$ cat src/ioic_pkg.sv
// Package for the I/O interrupt control block: register map, fields, timing
package ioic_pkg;

  // ****************************************************************
  // Register map (byte addresses on the Wishbone slave)
  // ****************************************************************
  localparam logic [3:0] CTRL_ADDR = 4'h0; // port control and irq status
  localparam logic [3:0] SEQ_ADDR = 4'h4; // sequencer status and vector
  localparam logic [3:0] CFG_ADDR = 4'h8; // S/C mode bit, same register bit as control word bit 10

  // ****************************************************************
  // Control/status field positions
  // ****************************************************************
  localparam int STAT_LSB = 0;
  localparam int ENA_LSB = 5;
  localparam int SC_BIT = 10;
  localparam int PIS_ACTIVE_BIT = 11;
  localparam int POS_ACTIVE_BIT = 12;
  localparam int WIDTH_LSB = 13;
  localparam int SIF_COPY_BIT = 15;

  // Source index inside the five-bit fields
  localparam int SRC_EXT = 0;
  localparam int SRC_POS = 1;
  localparam int SRC_PIS = 2;
  localparam int SRC_SOE = 3;
  localparam int SRC_SIF = 4;

  // ****************************************************************
  // Reset values and vectors
  // ****************************************************************
  localparam logic [4:0] ENA_RESET = 5'h00;
  localparam logic [4:0] STAT_RESET = 5'h00;
  localparam logic [15:0] HW_VECTOR = 16'h0001;
  localparam logic [15:0] TRAP_VECTOR = 16'h0002;

  // ****************************************************************
  // Timing: CORE_CLK is used as the input clock; T is two of its periods
  // ****************************************************************
  localparam int CORE_PERIOD_PS = 5000;
  localparam int IN_CLK_PERIOD_PS = 5000;
  localparam int T_UNITS = 2;
  localparam int T_CYCLES = (T_UNITS * IN_CLK_PERIOD_PS + CORE_PERIOD_PS - 1) / CORE_PERIOD_PS;

  typedef enum logic [1:0] {IOIC_IDLE, IOIC_STROBE} ioic_strobe_state_type;

endpackage

$ cat src/ioic_top.sv
// I/O interrupt control: status flags, masking, vector entry, acknowledge, strobes
`timescale 1ns/1ps
// Summary of operation
// RULE_01 - Five sources: external pin plus serial in, serial out, parallel in, parallel out.
// RULE_02 - Each internal flag sets on its buffer event.
// RULE_03 - Enable field bits 9..5: serial-in, serial-out, par-in, par-out, external; 1 enables.
// RULE_04 - Reset clears all five enable bits.
// RULE_05 - Status bits 4..0 readable, program writes do not change them.
// RULE_06 - Serial-in-full shows in bits 4 and 15; serial data read clears it.
// RULE_07 - Serial-out-empty bit 3 clears on serial data write.
// RULE_08 - Parallel-input-strobe bit 2 clears on read of either parallel port.
// RULE_09 - Parallel-output-strobe bit 1 clears on write of either parallel port.
// RULE_10 - External status bit 0 clears when acknowledge falls at return.
// RULE_11 - Reset clears all five status bits.
// RULE_12 - A set, enabled bit is recognized again after every service routine.
// RULE_13 - Recognition finishes current instruction, then jams branch to address 1.
// RULE_14 - Trap call runs the same entry but targets address 2.
// RULE_15 - No entry during branches or cached loops; request waits.
// RULE_16 - Program counter shadowing is disabled inside a service routine.
// RULE_17 - Requester holds the pin for at least four input-clock periods.
// RULE_18 - Acknowledge rises on recognition and falls on return.
// RULE_19 - While acknowledge is high the external pin is ignored.
// RULE_20 - Bits 12 and 11 make output and input strobes active (1) or passive (0).
// RULE_21 - Bits 14..13 pick active strobe width in units of T.
// RULE_22 - Width codes 00..11 give T, 2T, 3T, 4T.
// RULE_23 - Request to sequencer only when status and enable both set.
module ioic_top (
  input wire logic CORE_CLK, // Core clock, 200 MHz
  input wire logic RST, // Synchronous reset, active high
  input wire logic [3:0] WB_ADR_I, // Wishbone byte address
  input wire logic [31:0] WB_DAT_I, // Wishbone write data
  output logic [31:0] WB_DAT_O, // Wishbone read data
  input wire logic WB_WE_I, // Wishbone write enable
  input wire logic [3:0] WB_SEL_I, // Wishbone byte selects
  input wire logic WB_CYC_I, // Wishbone cycle
  input wire logic WB_STB_I, // Wishbone strobe
  output logic WB_ACK_O, // Wishbone acknowledge
  input wire logic EXT_IRQ, // External interrupt request pin
  output logic SERVICE_ACKNOWLEDGE, // Acknowledge pin, high in service
  input wire logic SERIAL_IN_LOADED, // Pulse: serial input buffer filled
  input wire logic SERIAL_OUT_TAKEN, // Pulse: serial output buffer emptied
  input wire logic SERIAL_DATA_READ, // Pulse: program read serial buffer
  input wire logic SERIAL_DATA_WRITE, // Pulse: program wrote serial buffer
  input wire logic PAR_IN_WRITTEN, // Pulse: parallel input register written
  input wire logic PAR_OUT_READ, // Pulse: parallel output buffer read
  input wire logic PAR_PORT_A_READ, // Pulse: program read parallel port a
  input wire logic PAR_PORT_B_READ, // Pulse: program read parallel port b
  input wire logic PAR_PORT_A_WRITE, // Pulse: program wrote parallel port a
  input wire logic PAR_PORT_B_WRITE, // Pulse: program wrote parallel port b
  input wire logic INSTR_BOUNDARY, // Pulse: current instruction completes
  input wire logic INSTR_UNINTERRUPTIBLE, // Branch or cached instruction ends
  input wire logic TRAP_CALL, // Trap-call instruction completes
  input wire logic RETURN_EXEC, // Return-from-interrupt executes
  output logic JAM_BRANCH, // Pulse: insert branch into instr reg
  output logic [15:0] JAM_TARGET, // Branch target of the jammed branch
  output logic PC_SHADOW_EN, // Program counter shadow enable
  output logic IRQ_PENDING, // Any enabled status bit set
  output logic PAR_OUT_STROBE_O, // Parallel output strobe drive
  output logic PAR_OUT_STROBE_OE, // High while driving output strobe
  output logic PAR_IN_STROBE_O, // Parallel input strobe drive
  output logic PAR_IN_STROBE_OE // High while driving input strobe
);
  import ioic_pkg::*;

  typedef struct packed {
    logic [4:0] ena;
    logic [4:0] stat;
    logic sc_mode;
    logic pis_active;
    logic pos_active;
    logic [1:0] width;
    logic in_service;
    logic jam;
    logic [15:0] target;
    logic ack;
    logic [31:0] rdata;
    logic pos_run;
    logic pis_run;
    logic [3:0] pos_cnt;
    logic [3:0] pis_cnt;
  } ioic_state_type;

  ioic_state_type r;
  ioic_state_type next_r;

  // Strobe length in core cycles for a width code
  function automatic logic [3:0] strobe_len(input logic [1:0] code);
    strobe_len = 4'((int'(code) + 1) * T_CYCLES); // RULE_22
  endfunction

  // Assemble the control/status word as software sees it
  function automatic logic [15:0] ctrl_word(input ioic_state_type s);
    logic [15:0] w;
    w = 16'h0000;
    w[STAT_LSB +: 5] = s.stat; // RULE_05
    w[ENA_LSB +: 5] = s.ena;
    w[SC_BIT] = s.sc_mode;
    w[PIS_ACTIVE_BIT] = s.pis_active;
    w[POS_ACTIVE_BIT] = s.pos_active;
    w[WIDTH_LSB +: 2] = s.width;
    w[SIF_COPY_BIT] = s.stat[SRC_SIF]; // RULE_06
    return w;
  endfunction

  logic bus_req;
  logic wr_ctrl;
  logic [4:0] pending;
  logic take;
  logic [15:0] ctrl_view;
  // Software view of the control word, also watched by the checks
  assign ctrl_view = ctrl_word(r);
  assign bus_req = WB_CYC_I && WB_STB_I && !r.ack;
  assign wr_ctrl = bus_req && WB_WE_I && (WB_ADR_I == CTRL_ADDR);
  // Enabled requests only reach the sequencer
  assign pending = r.stat & r.ena; // RULE_23 RULE_01
  // Hold off across uninterruptible instructions and while already serving
  assign take = INSTR_BOUNDARY && !INSTR_UNINTERRUPTIBLE && !r.in_service; // RULE_15

  always_comb begin
    next_r = r;
    next_r.jam = 1'b0;
    next_r.ack = bus_req;
    // Internal flags: set beats a simultaneous clear
    if (SERIAL_DATA_READ) begin
      next_r.stat[SRC_SIF] = 1'b0; // RULE_06
    end
    if (SERIAL_DATA_WRITE) begin
      next_r.stat[SRC_SOE] = 1'b0; // RULE_07
    end
    if (PAR_PORT_A_READ || PAR_PORT_B_READ) begin
      next_r.stat[SRC_PIS] = 1'b0; // RULE_08
    end
    if (PAR_PORT_A_WRITE || PAR_PORT_B_WRITE) begin
      next_r.stat[SRC_POS] = 1'b0; // RULE_09
    end
    if (SERIAL_IN_LOADED) begin
      next_r.stat[SRC_SIF] = 1'b1; // RULE_02
    end
    if (SERIAL_OUT_TAKEN) begin
      next_r.stat[SRC_SOE] = 1'b1; // RULE_02
    end
    if (PAR_IN_WRITTEN) begin
      next_r.stat[SRC_PIS] = 1'b1; // RULE_02
    end
    if (PAR_OUT_READ) begin
      next_r.stat[SRC_POS] = 1'b1; // RULE_02
    end
    // Return ends service; falling acknowledge clears the external flag
    if (RETURN_EXEC && r.in_service) begin
      next_r.in_service = 1'b0; // RULE_18
      next_r.stat[SRC_EXT] = 1'b0; // RULE_10
    end
    // Pin sampled only while acknowledge is low
    if (EXT_IRQ && !r.in_service) begin
      next_r.stat[SRC_EXT] = 1'b1; // RULE_19
    end
    // Entry: hardware request to 1, trap call to 2; flags stay set so
    // a still-pending source re-enters after return
    if (take && (|pending)) begin
      next_r.in_service = 1'b1; // RULE_13 RULE_12
      next_r.jam = 1'b1;
      next_r.target = HW_VECTOR;
    end else if (take && TRAP_CALL) begin
      next_r.in_service = 1'b1; // RULE_14
      next_r.jam = 1'b1;
      next_r.target = TRAP_VECTOR;
    end
    // Register writes: status bits are never written
    if (wr_ctrl && WB_SEL_I[0]) begin
      next_r.ena[2:0] = WB_DAT_I[7:5]; // RULE_03
    end
    if (wr_ctrl && WB_SEL_I[1]) begin
      next_r.ena[4:3] = WB_DAT_I[9:8]; // RULE_03
      next_r.sc_mode = WB_DAT_I[SC_BIT];
      next_r.pis_active = WB_DAT_I[PIS_ACTIVE_BIT]; // RULE_20
      next_r.pos_active = WB_DAT_I[POS_ACTIVE_BIT]; // RULE_20
      next_r.width = WB_DAT_I[WIDTH_LSB +: 2]; // RULE_21
    end
    if (bus_req && WB_WE_I && (WB_ADR_I == CFG_ADDR) && WB_SEL_I[0]) begin
      next_r.sc_mode = WB_DAT_I[0];
    end
    // Read mux; unmapped reads return zero
    next_r.rdata = 32'h00000000;
    if (bus_req && !WB_WE_I) begin
      case (WB_ADR_I)
        CTRL_ADDR: next_r.rdata = {16'h0000, ctrl_word(r)};
        SEQ_ADDR: next_r.rdata = {r.target, 13'h0000, r.in_service, |pending, r.jam};
        CFG_ADDR: next_r.rdata = {31'h00000000, r.sc_mode};
        default: next_r.rdata = 32'h00000000;
      endcase
    end
    // Active strobes: pulse for the programmed width on each port access
    // An access during a running pulse does not restart it, so back-to-back
    // port accesses closer than the width share one strobe
    if (r.pos_run) begin
      next_r.pos_cnt = r.pos_cnt - 4'h1;
      next_r.pos_run = (r.pos_cnt != 4'h1);
    end else if (r.pos_active && (PAR_PORT_A_WRITE || PAR_PORT_B_WRITE)) begin
      next_r.pos_run = 1'b1; // RULE_21
      next_r.pos_cnt = strobe_len(r.width);
    end
    if (r.pis_run) begin
      next_r.pis_cnt = r.pis_cnt - 4'h1;
      next_r.pis_run = (r.pis_cnt != 4'h1);
    end else if (r.pis_active && (PAR_PORT_A_READ || PAR_PORT_B_READ)) begin
      next_r.pis_run = 1'b1; // RULE_21
      next_r.pis_cnt = strobe_len(r.width);
    end
  end

  // State register with synchronous reset
  always_ff @(posedge CORE_CLK) begin
    if (RST) begin
      r <= '0;
      r.ena <= ENA_RESET; // RULE_04
      r.stat <= STAT_RESET; // RULE_11
    end else begin
      r <= next_r;
    end
  end

  // Outputs, all from flip-flops except the pending summary
  assign WB_DAT_O = r.rdata;
  assign WB_ACK_O = r.ack;
  assign SERVICE_ACKNOWLEDGE = r.in_service; // RULE_18
  assign JAM_BRANCH = r.jam;
  assign JAM_TARGET = r.target;
  assign PC_SHADOW_EN = !r.in_service; // RULE_16
  assign IRQ_PENDING = |pending;
  assign PAR_OUT_STROBE_O = r.pos_run;
  assign PAR_OUT_STROBE_OE = r.pos_active; // RULE_20
  assign PAR_IN_STROBE_O = r.pis_run;
  assign PAR_IN_STROBE_OE = r.pis_active; // RULE_20

  // ****************************************************************
  // Assertions
  // ****************************************************************
  AST_RESET_ENA: assert property (@(posedge CORE_CLK) $past(RST) |-> r.ena == 5'h00) // RULE_04
    else $error("enables not cleared by reset");
  AST_RESET_STAT: assert property (@(posedge CORE_CLK) $past(RST) |-> r.stat == 5'h00) // RULE_11
    else $error("status not cleared by reset");
  AST_STAT_NOWRITE: assert property (@(posedge CORE_CLK) disable iff (RST)
    wr_ctrl && !SERIAL_IN_LOADED && !SERIAL_OUT_TAKEN && !PAR_IN_WRITTEN && !PAR_OUT_READ
    && !EXT_IRQ && !RETURN_EXEC && !SERIAL_DATA_READ && !SERIAL_DATA_WRITE
    && !PAR_PORT_A_READ && !PAR_PORT_B_READ && !PAR_PORT_A_WRITE && !PAR_PORT_B_WRITE
    |=> $stable(r.stat)) // RULE_05
    else $error("status changed by a program write");
  AST_SIF_SET: assert property (@(posedge CORE_CLK) disable iff (RST)
    SERIAL_IN_LOADED |=> r.stat[SRC_SIF] && ctrl_view[SIF_COPY_BIT]) // RULE_02
    else $error("serial in flag not set");
  AST_SIF_CLR: assert property (@(posedge CORE_CLK) disable iff (RST)
    SERIAL_DATA_READ && !SERIAL_IN_LOADED |=> !r.stat[SRC_SIF]) // RULE_06
    else $error("serial in flag not cleared");
  AST_SOE_CLR: assert property (@(posedge CORE_CLK) disable iff (RST)
    SERIAL_DATA_WRITE && !SERIAL_OUT_TAKEN |=> !r.stat[SRC_SOE]) // RULE_07
    else $error("serial out flag not cleared");
  AST_PIS_CLR: assert property (@(posedge CORE_CLK) disable iff (RST)
    PAR_PORT_B_READ && !PAR_IN_WRITTEN |=> !r.stat[SRC_PIS]) // RULE_08
    else $error("parallel in flag not cleared");
  AST_POS_CLR: assert property (@(posedge CORE_CLK) disable iff (RST)
    PAR_PORT_B_WRITE && !PAR_OUT_READ |=> !r.stat[SRC_POS]) // RULE_09
    else $error("parallel out flag not cleared");
  AST_EXT_CLR: assert property (@(posedge CORE_CLK) disable iff (RST)
    $fell(SERVICE_ACKNOWLEDGE) |-> !r.stat[SRC_EXT]) // RULE_10
    else $error("external flag survives acknowledge fall");
  AST_ENTRY: assert property (@(posedge CORE_CLK) disable iff (RST)
    take && (|pending) |=> JAM_BRANCH && JAM_TARGET == 16'h0001 && SERVICE_ACKNOWLEDGE) // RULE_13
    else $error("hardware entry wrong");
  AST_TRAP: assert property (@(posedge CORE_CLK) disable iff (RST)
    take && !(|pending) && TRAP_CALL |=> JAM_BRANCH && JAM_TARGET == 16'h0002) // RULE_14
    else $error("trap entry wrong");
  AST_NO_ENTRY: assert property (@(posedge CORE_CLK) disable iff (RST)
    INSTR_UNINTERRUPTIBLE |=> !JAM_BRANCH) // RULE_15
    else $error("entry during uninterruptible instruction");
  AST_SHADOW: assert property (@(posedge CORE_CLK) disable iff (RST)
    SERVICE_ACKNOWLEDGE |-> !PC_SHADOW_EN) // RULE_16
    else $error("shadow enabled in service");
  AST_RET: assert property (@(posedge CORE_CLK) disable iff (RST)
    SERVICE_ACKNOWLEDGE && RETURN_EXEC |=> !SERVICE_ACKNOWLEDGE) // RULE_18
    else $error("acknowledge not dropped on return");
  AST_PIN_MASK: assert property (@(posedge CORE_CLK) disable iff (RST)
    SERVICE_ACKNOWLEDGE && !RETURN_EXEC && !r.stat[SRC_EXT] |=> !r.stat[SRC_EXT]) // RULE_19
    else $error("pin sampled while acknowledged");
  AST_PEND: assert property (@(posedge CORE_CLK) disable iff (RST)
    IRQ_PENDING |-> |(r.stat & r.ena)) // RULE_23
    else $error("pending without enabled status");
  AST_WIDTH: assert property (@(posedge CORE_CLK) disable iff (RST)
    !r.pos_run && r.pos_active && r.width == 2'b00 && PAR_PORT_A_WRITE
    |=> PAR_OUT_STROBE_O [*2] ##1 !PAR_OUT_STROBE_O) // RULE_22
    else $error("strobe width T wrong");

  // ****************************************************************
  // Source, mapping, entry and bus checks
  // ****************************************************************
  // Clears from the other parallel port
  AST_PIS_CLR_A: assert property (@(posedge CORE_CLK) disable iff (RST) // RULE_08
    PAR_PORT_A_READ && !PAR_IN_WRITTEN |=> !r.stat[SRC_PIS])
    else $error("parallel in flag not cleared by port a");
  AST_POS_CLR_A: assert property (@(posedge CORE_CLK) disable iff (RST) // RULE_09
    PAR_PORT_A_WRITE && !PAR_OUT_READ |=> !r.stat[SRC_POS])
    else $error("parallel out flag not cleared by port a");

  // Set events and per-source requests
  AST_SOE_SET: assert property (@(posedge CORE_CLK) disable iff (RST) // RULE_02
    SERIAL_OUT_TAKEN |=> r.stat[SRC_SOE])
    else $error("serial out flag not set");
  AST_PIS_SET: assert property (@(posedge CORE_CLK) disable iff (RST) // RULE_02
    PAR_IN_WRITTEN |=> r.stat[SRC_PIS])
    else $error("parallel in flag not set");
  AST_POS_SET: assert property (@(posedge CORE_CLK) disable iff (RST) // RULE_02
    PAR_OUT_READ |=> r.stat[SRC_POS])
    else $error("parallel out flag not set");
  AST_SRC_SIF: assert property (@(posedge CORE_CLK) disable iff (RST) // RULE_01
    SERIAL_IN_LOADED && r.ena[SRC_SIF] && !wr_ctrl |=> IRQ_PENDING)
    else $error("serial in source raises no request");
  AST_SRC_EXT: assert property (@(posedge CORE_CLK) disable iff (RST) // RULE_01
    EXT_IRQ && !SERVICE_ACKNOWLEDGE && r.ena[SRC_EXT] && !wr_ctrl |=> IRQ_PENDING)
    else $error("external source raises no request");

  // Register field mapping
  AST_ENA_MAP: assert property (@(posedge CORE_CLK) disable iff (RST) // RULE_03
    wr_ctrl && WB_SEL_I == 4'h3 |=> r.ena == $past(WB_DAT_I[9:5]))
    else $error("enable field mapped wrong");
  AST_MODE_MAP: assert property (@(posedge CORE_CLK) disable iff (RST) // RULE_20
    wr_ctrl && WB_SEL_I[1] |=> PAR_OUT_STROBE_OE == $past(WB_DAT_I[12])
    && PAR_IN_STROBE_OE == $past(WB_DAT_I[11]))
    else $error("strobe mode bits mapped wrong");

  // Entry, re-entry and reset outputs
  AST_REENTRY: assert property (@(posedge CORE_CLK) disable iff (RST) // RULE_12
    SERVICE_ACKNOWLEDGE && RETURN_EXEC && r.stat[SRC_SIF] && r.ena[SRC_SIF]
    && !SERIAL_DATA_READ && !wr_ctrl |=> IRQ_PENDING && !SERVICE_ACKNOWLEDGE)
    else $error("set enabled flag not pending after return");
  AST_JAM_PULSE: assert property (@(posedge CORE_CLK) disable iff (RST) // RULE_13
    JAM_BRANCH |=> !JAM_BRANCH)
    else $error("jammed branch longer than one cycle");
  AST_TRAP_ACK: assert property (@(posedge CORE_CLK) disable iff (RST) // RULE_14
    take && !(|pending) && TRAP_CALL |=> SERVICE_ACKNOWLEDGE && !PC_SHADOW_EN)
    else $error("trap entry does not enter service");
  AST_RESET_OUT: assert property (@(posedge CORE_CLK) // RULE_18
    $past(RST) |-> !SERVICE_ACKNOWLEDGE && PC_SHADOW_EN && !JAM_BRANCH)
    else $error("service outputs not idle after reset");

  // Bus answer timing
  AST_BUS_ACK: assert property (@(posedge CORE_CLK) disable iff (RST) // RULE_05
    WB_CYC_I && WB_STB_I && !WB_ACK_O |=> WB_ACK_O)
    else $error("bus request not acknowledged");
  AST_BUS_DROP: assert property (@(posedge CORE_CLK) disable iff (RST) // RULE_05
    WB_ACK_O |=> !WB_ACK_O)
    else $error("bus acknowledge longer than one cycle");

  // ****************************************************************
  // Strobe width checks
  // ****************************************************************
  // Output strobe, codes 01 to 11 give 2T to 4T
  AST_POS_W2: assert property (@(posedge CORE_CLK) disable iff (RST) // RULE_22
    $rose(PAR_OUT_STROBE_O) && r.width == 2'b01 |-> PAR_OUT_STROBE_O [*4] ##1 !PAR_OUT_STROBE_O)
    else $error("output strobe width 2T wrong");
  AST_POS_W3: assert property (@(posedge CORE_CLK) disable iff (RST) // RULE_22
    $rose(PAR_OUT_STROBE_O) && r.width == 2'b10 |-> PAR_OUT_STROBE_O [*6] ##1 !PAR_OUT_STROBE_O)
    else $error("output strobe width 3T wrong");
  AST_POS_W4: assert property (@(posedge CORE_CLK) disable iff (RST) // RULE_22
    $rose(PAR_OUT_STROBE_O) && r.width == 2'b11 |-> PAR_OUT_STROBE_O [*8] ##1 !PAR_OUT_STROBE_O)
    else $error("output strobe width 4T wrong");
  // Input strobe, all four codes
  AST_PIS_W1: assert property (@(posedge CORE_CLK) disable iff (RST) // RULE_21
    $rose(PAR_IN_STROBE_O) && r.width == 2'b00 |-> PAR_IN_STROBE_O [*2] ##1 !PAR_IN_STROBE_O)
    else $error("input strobe width T wrong");
  AST_PIS_W2: assert property (@(posedge CORE_CLK) disable iff (RST) // RULE_21
    $rose(PAR_IN_STROBE_O) && r.width == 2'b01 |-> PAR_IN_STROBE_O [*4] ##1 !PAR_IN_STROBE_O)
    else $error("input strobe width 2T wrong");
  AST_PIS_W3: assert property (@(posedge CORE_CLK) disable iff (RST) // RULE_21
    $rose(PAR_IN_STROBE_O) && r.width == 2'b10 |-> PAR_IN_STROBE_O [*6] ##1 !PAR_IN_STROBE_O)
    else $error("input strobe width 3T wrong");
  AST_PIS_W4: assert property (@(posedge CORE_CLK) disable iff (RST) // RULE_21
    $rose(PAR_IN_STROBE_O) && r.width == 2'b11 |-> PAR_IN_STROBE_O [*8] ##1 !PAR_IN_STROBE_O)
    else $error("input strobe width 4T wrong");

endmodule

$ cat config.mk
export PLATFORM = sky130hd
export DESIGN_NAME = ioic_top
export DESIGN_NICKNAME = d
export VERILOG_FILES = /design/src/ioic_pkg.sv /design/src/ioic_top.sv
export SDC_FILE = /design/constraint.sdc
export NUM_CORES = 1
export LEC_CHECK = 0
export BUFFER_PORTS_ARGS = -buffer_cell sky130_fd_sc_hd__buf_2
export CAP_MARGIN = 20
export CORE_MARGIN = 1
export CORE_UTILIZATION = 40
export DETAILED_ROUTE_END_ITERATION = 16
export GPL_TIMING_DRIVEN = 0
export PLACE_DENSITY = 0.76
export SYNTH_ARGS = -nofsm -noshare
export SYNTH_HDL_FRONTEND = slang
export SYNTH_SLANG_ARGS = --single-unit
$ cat constraint.sdc
create_clock -name CORE_CLK -period 2.9 [get_ports CORE_CLK]
set_clock_uncertainty 0.2 [all_clocks]
set_input_delay 0.58 -clock CORE_CLK [delete_from_list [all_inputs] [get_ports CORE_CLK]]
set_output_delay 0.58 -clock CORE_CLK [all_outputs]
set_load 0.1 [all_outputs]
# Word-level counts from Yosys, hierarchy flattened
# Cells that the tools add are included.
[word_totals]
reg_bits = 62
word_cells = 90
out_inout_bits = 57
input_bits = 60
[classes]
mux = 23
n_reduce_logical = 37
eq_ne = 4
n_bitwise = 2
add_sub_neg = 3
[ops]
columns = ["operator", "n"]
rows = [
  ["18-bit one-hot mux with 3 select lines", 1],
  ["18-bit two-way mux", 2],
  ["2-bit nonzero test", 9],
  ["1-bit logical AND", 17],
  ["4-bit two-way mux", 4],
  ["1-bit two-way mux", 15],
  ["4-bit by 1-bit inequality test with 1-bit output, second input constant", 2],
  ["4-bit by 1-bit subtractor with 4-bit output, second input constant", 2],
  ["5-bit AND", 1],
  ["5-bit two-way mux", 1],
  ["5-bit OR reduction", 1],
  ["4-bit by 3-bit equality test with 1-bit output, second input constant", 1],
  ["4-bit equality test, second input constant", 1],
  ["1-bit logical NOT", 4],
  ["4-bit logical NOT", 1],
  ["2-bit OR reduction", 2],
  ["2-bit by 1-bit adder with 3-bit output, second input constant", 1],
  ["3-bit nonzero test", 1],
  ["1-bit logical OR", 2],
  ["1-bit inverter", 1],
]

# Depth between registers and ports, before layout
[logic_depth]
depth_word = 7
mapped_depth = 5
depth_no_buf = 5

# Worst setup path before layout
# Ideal clock, no wire load.
[synth_path]
kind = "reg-to-output"
start = "reg r, in the netlist SERVICE_ACKNOWLEDGE"
end = "out PC_SHADOW_EN"
n_path_buf = 0
setup_slack_ps = 436
t_required_ps = 2120
stages_incl_launch_ff = 2
t_arrival_ps = 1684
path_cell_list = "dfxtp_1 -> inv_1"
[synth_via]
elab_chain_len = 1
[synth_lines]
columns = ["item", "line_no", "text"]
rows = [
  ["start, declared", "ioic_top.sv:83", "ioic_state_type r;"],
  ["start signal, assigned", "ioic_top.sv:218", "r <= next_r;"],
  ["1-bit logical NOT", "ioic_top.sv:228", "assign PC_SHADOW_EN = !r.in_service;"],
  ["end, declared", "ioic_top.sv:56", "output logic PC_SHADOW_EN,"],
]
# Every way passes these cells.

# Worst setup path in the final report
[layout_path]
start = "reg r, in the netlist ctrl_view[9]"
end = "out IRQ_PENDING"
[layout_via]
elab_chain_len = 2
[layout_lines]
columns = ["item", "line_no", "text"]
rows = [
  ["5-bit AND", "ioic_top.sv:115", "assign pending = r.stat & r.ena;"],
  ["5-bit OR reduction", "ioic_top.sv:229", "assign IRQ_PENDING = |pending;"],
  ["end, declared", "ioic_top.sv:57", "output logic IRQ_PENDING,"],
]
# Every way passes these cells.

==> flow_summary_export.csv <==
group,metric,value,unit
outcome,status,"complete, no violations",
setup_path,reg2reg_depth,4,
timing,tns,0,ns
clock_network,hold_buffers,0,
drt,drt-total-wl,4.36,mm
power_and_ir_drop,power.leakage,1.44,nW
global_route,antenna_found_initial,0,
logic_synthesis,ys_seq_elements,47,
worst_hold_path,whs_endpoint,"WB_ACK_O$_SDFF_PP0_",
timing,min_period,2.36,ns
power_and_ir_drop,p_switching,0.443,mW
clock_network,cts_buffers,5,
setup_path,worst-path-buf-inv,1,
setup_path,worstPathCellList,"a222oi_1, nand2_1, buf_2",
clock_network,clock-root-buffer,"clkbuf_8",
setup_path,required,2.12,ns
drt,vias,1826,
timing,drv_slew,0,
die,die_w,76.0,um
worst_hold_path,hp-class,"register to register",
logic_synthesis,syn_area,2190,sq um
setup_path,crit_arrival,1.58,ns
setup_path,worstReg2RegStart,"WB_ACK_O$_SDFF_PP0_",
setup_path,critPathMaxStageDelay,0.44,ns
logic_synthesis,yosysWarnings,0,
setup_path,rrSetupSlack,0.96,ns
timing,timing.slew.headroom,0.628,
die,die_h,76.0,um
power_and_ir_drop,p_seq_frac,0.500,
power_and_ir_drop,power,1.32,mW
clock_network,cts.clk_slew.worst_paths,0.08,ns
clock_network,cts.path.max_buffers,2,
power_and_ir_drop,intPower,0.878,mW
setup_path,critPathLaunchType,"register",
drt,ant_nets,0,
die,rows,26,
clock_network,post-cts-setup-buffers,0,
clock_network,cts_tree,"built",
drt,dr.pass1.iters,4,
clock_network,clock_latency,0.30,ns
drt,drt-wirelength-per-cell,10.6,um
cells_and_area,antenna_cells,0,
cells_and_area,drive_gt1_frac,0.365,
drt,drt-initial-drc-count,120,
clock_network,ctsHtreeMaxLevel,2,
placement,gp_congestion,0.805,
global_route,overflow,0,
logic_synthesis,seq_area_frac_synth,0.429,
timing,max_slew.worst_pin.slew,0.556,ns
setup_path,path_depth,3,
timing,finalHoldViolations,0,
timing,fmax,424,MHz
logic_synthesis,avgSynthCellArea,9.02,sq um
cells_and_area,nFillCells,495,
setup_path,rr_endpoint,"WB_DAT_O[10]$_SDFF_PP0_",
timing,setup_viol,0,
timing,rsz0062_at_grt,"no",
die,io_pins,117,
placement,hpwl,3.41,mm
setup_path,path_delay_family,"compound AO/OA/AOI/OAI gates",
setup_path,crit_fanout,3,
clock_network,clock-sinks,47,
power_and_ir_drop,peakVddDrop,212,uV
global_route,grt_max_degree,16,
power_and_ir_drop,p_clk_frac,0.293,
power_and_ir_drop,pwr-share-comb,0.207,
global_route,track_usage,0.159,
cells_and_area,nets,406,
setup_path,slowest_stage,"a222oi_1",
setup_path,crit_type,"register to primary output",
global_route,grt_pass1_vias,1660,
flow_run,cap_violations,0,
setup_path,crit_path_end_kind,"primary output",
drt,remaining_drc_errors,0,
global_route,grt_first_pass_wirelength,7.34,mm
die,die_area,5780,sq um
power_and_ir_drop,cellPowerDensity,473,nW/um^2
logic_synthesis,ys_types,34,
power_and_ir_drop,switching_share,0.335,
clock_network,cts_resized,0,
drt,vias_per_cell,4.43,
cells_and_area,syn_to_final_growth,27.3,%
worst_hold_path,hold_start,"WB_ACK_O$_SDFF_PP0_",
placement,io_buffer_count,64,
die,initial_core_util,0.421,
worst_hold_path,min_path_cells,1,
die,core,5200,sq um
logic_synthesis,syn_inst,243,
timing,final.period_utilization,0.813,
-- power groups by stage --
stage               logic (mW)  registers, mW  clock network (mW)
global route             0.285          0.662               0.424
finish                   0.273          0.660               0.387
detailed placement       0.272          0.675                   0
CTS                      0.272          0.660               0.401
global placement         0.270          0.675                   0
floorplan                0.223          0.684                   0
-- logic make-up after synthesis --
family,count (synthesis),share of synthesized area
AOI/OAI and AO/OA,35,0.102
other,1,0.00171
DFF,47,0.429
buffers and inverters,68,0.199
muxes,12,0.0548
adders and majority gates,5,0.0285
and+or+nand+nor,75,0.185
-- synthesized netlist by cell type (all sizes together) --
cell type	n	area share
inv	13	0.022
nor3	8	0.018
a22oi	1	0.0034
a211oi	1	0.0034
ha	5	0.029
a222oi	1	0.0046
nor4	3	0.0086
a21oi	15	0.034
dfxtp	47	0.43
mux2i	12	0.055
and2	12	0.034
clkbuf	6	0.010
and4b	1	0.0051
or4	2	0.010
nand3	2	0.0046
nand2	5	0.0086
nor2	25	0.043
nor3b	1	0.0034
o21a	2	0.0068
nand4	1	0.0029
conb	1	0.0017
a32oi	4	0.016
a211o	2	0.0080
nor2b	6	0.017
and3	2	0.0057
o21ai	5	0.011
a31oi	2	0.0057
and2b	1	0.0040
and4	2	0.0080
buf	49	0.17
nand2b	4	0.011
a221oi	1	0.0040
a311oi	1	0.0040
-- metrics by stage --
step	instance area, sq um	setup slack [ns]	hold slack (ns)	std cells	utilization
after global routing	2790	0.470	0.281	412	0.536
after CTS	2790	0.521	0.269	412	0.536
after global placement	2700	0.457	0.246	404	0.519
after detailed placement	2700	0.433	0.275	404	0.519
after floorplan	2290	0.436	0.245	270	-
final	2790	0.543	0.276	412	0.536
-- metal layers --
layer / track usage / share of wire / up-vias
li1: - / - / 940
met1: 0.180 / 0.44 / 807
met2: 0.270 / 0.47 / 68
met3: 0.0479 / 0.063 / 11
met4: 0.0827 / 0.025 / 0
met5: 0 / 0 / -
-- worst register-to-register path: cells and delay by family, from the launching register on --
| family | cells | cell delay [ns] |
|---|---|---|
| buffers and inverters | 1 | 0.34 |
| DFF | 1 | 0.34 |
| and+or+nand+nor | 3 | 1.02 |
-- flip-flops by register name, summed over array words and instances (netlist names), 2 cells and up --
name and cells:
JAM_TARGET 2, WB_DAT_O 17, ctrl_view 13, r 8
-- layout make-up --
cell class,instances,area (sq um),area share
timing repair buffer,64,320,0.115
inverter,13,48.8,0.0175
clock inverter,3,20.0,0.00717
multi-input combinational,155,916,0.328
clock buffer,5,68.8,0.0247
tap,70,87.6,0.0314
sequential,47,941,0.337
buffer,55,388,0.139
-- placed cells by master (no fill, tap or decap), types with 2 or more instances in the layout --
cell type / count
a32oi_1: 4
clkbuf_8: 5
o21ai_0: 5
and4_1: 2
inv_1: 13
a31oi_1: 2
mux2i_1: 12
clkinvlp_4: 2
ha_1: 5
a211o_1: 2
a21oi_1: 15
nor4_1: 3
and2_1: 12
or4_4: 2
nand2b_1: 4
o21a_1: 2
nor3_1: 8
conb_1: 28
dfxtp_1: 47
nand3_1: 2
nor2_1: 25
and3_1: 2
nand2_1: 5
buf_4: 48
nor2b_1: 6
clkbuf_1: 6
buf_2: 65
-- how the worst max path moves through the flow --
| stage | endpoint | start |
|---|---|---|
| 4_1_cts | IRQ_PENDING | ctrl_view[9]$_SDFFE_PP0P_ |
| 6_report | IRQ_PENDING | ctrl_view[9]$_SDFFE_PP0P_ |
| 2_1_floorplan | PC_SHADOW_EN | SERVICE_ACKNOWLEDGE$_SDFFE_PP0P_ |
| 3_3_place_gp | ctrl_view[10]$_SDFFE_PP0P_ | WB_ADR_I[2] |
| 3_5_place_dp | ctrl_view[10]$_SDFFE_PP0P_ | WB_ADR_I[2] |
| 5_1_grt | ctrl_view[10]$_SDFFE_PP0P_ | WB_ADR_I[2] |
(Power assumes the default switching activity.)
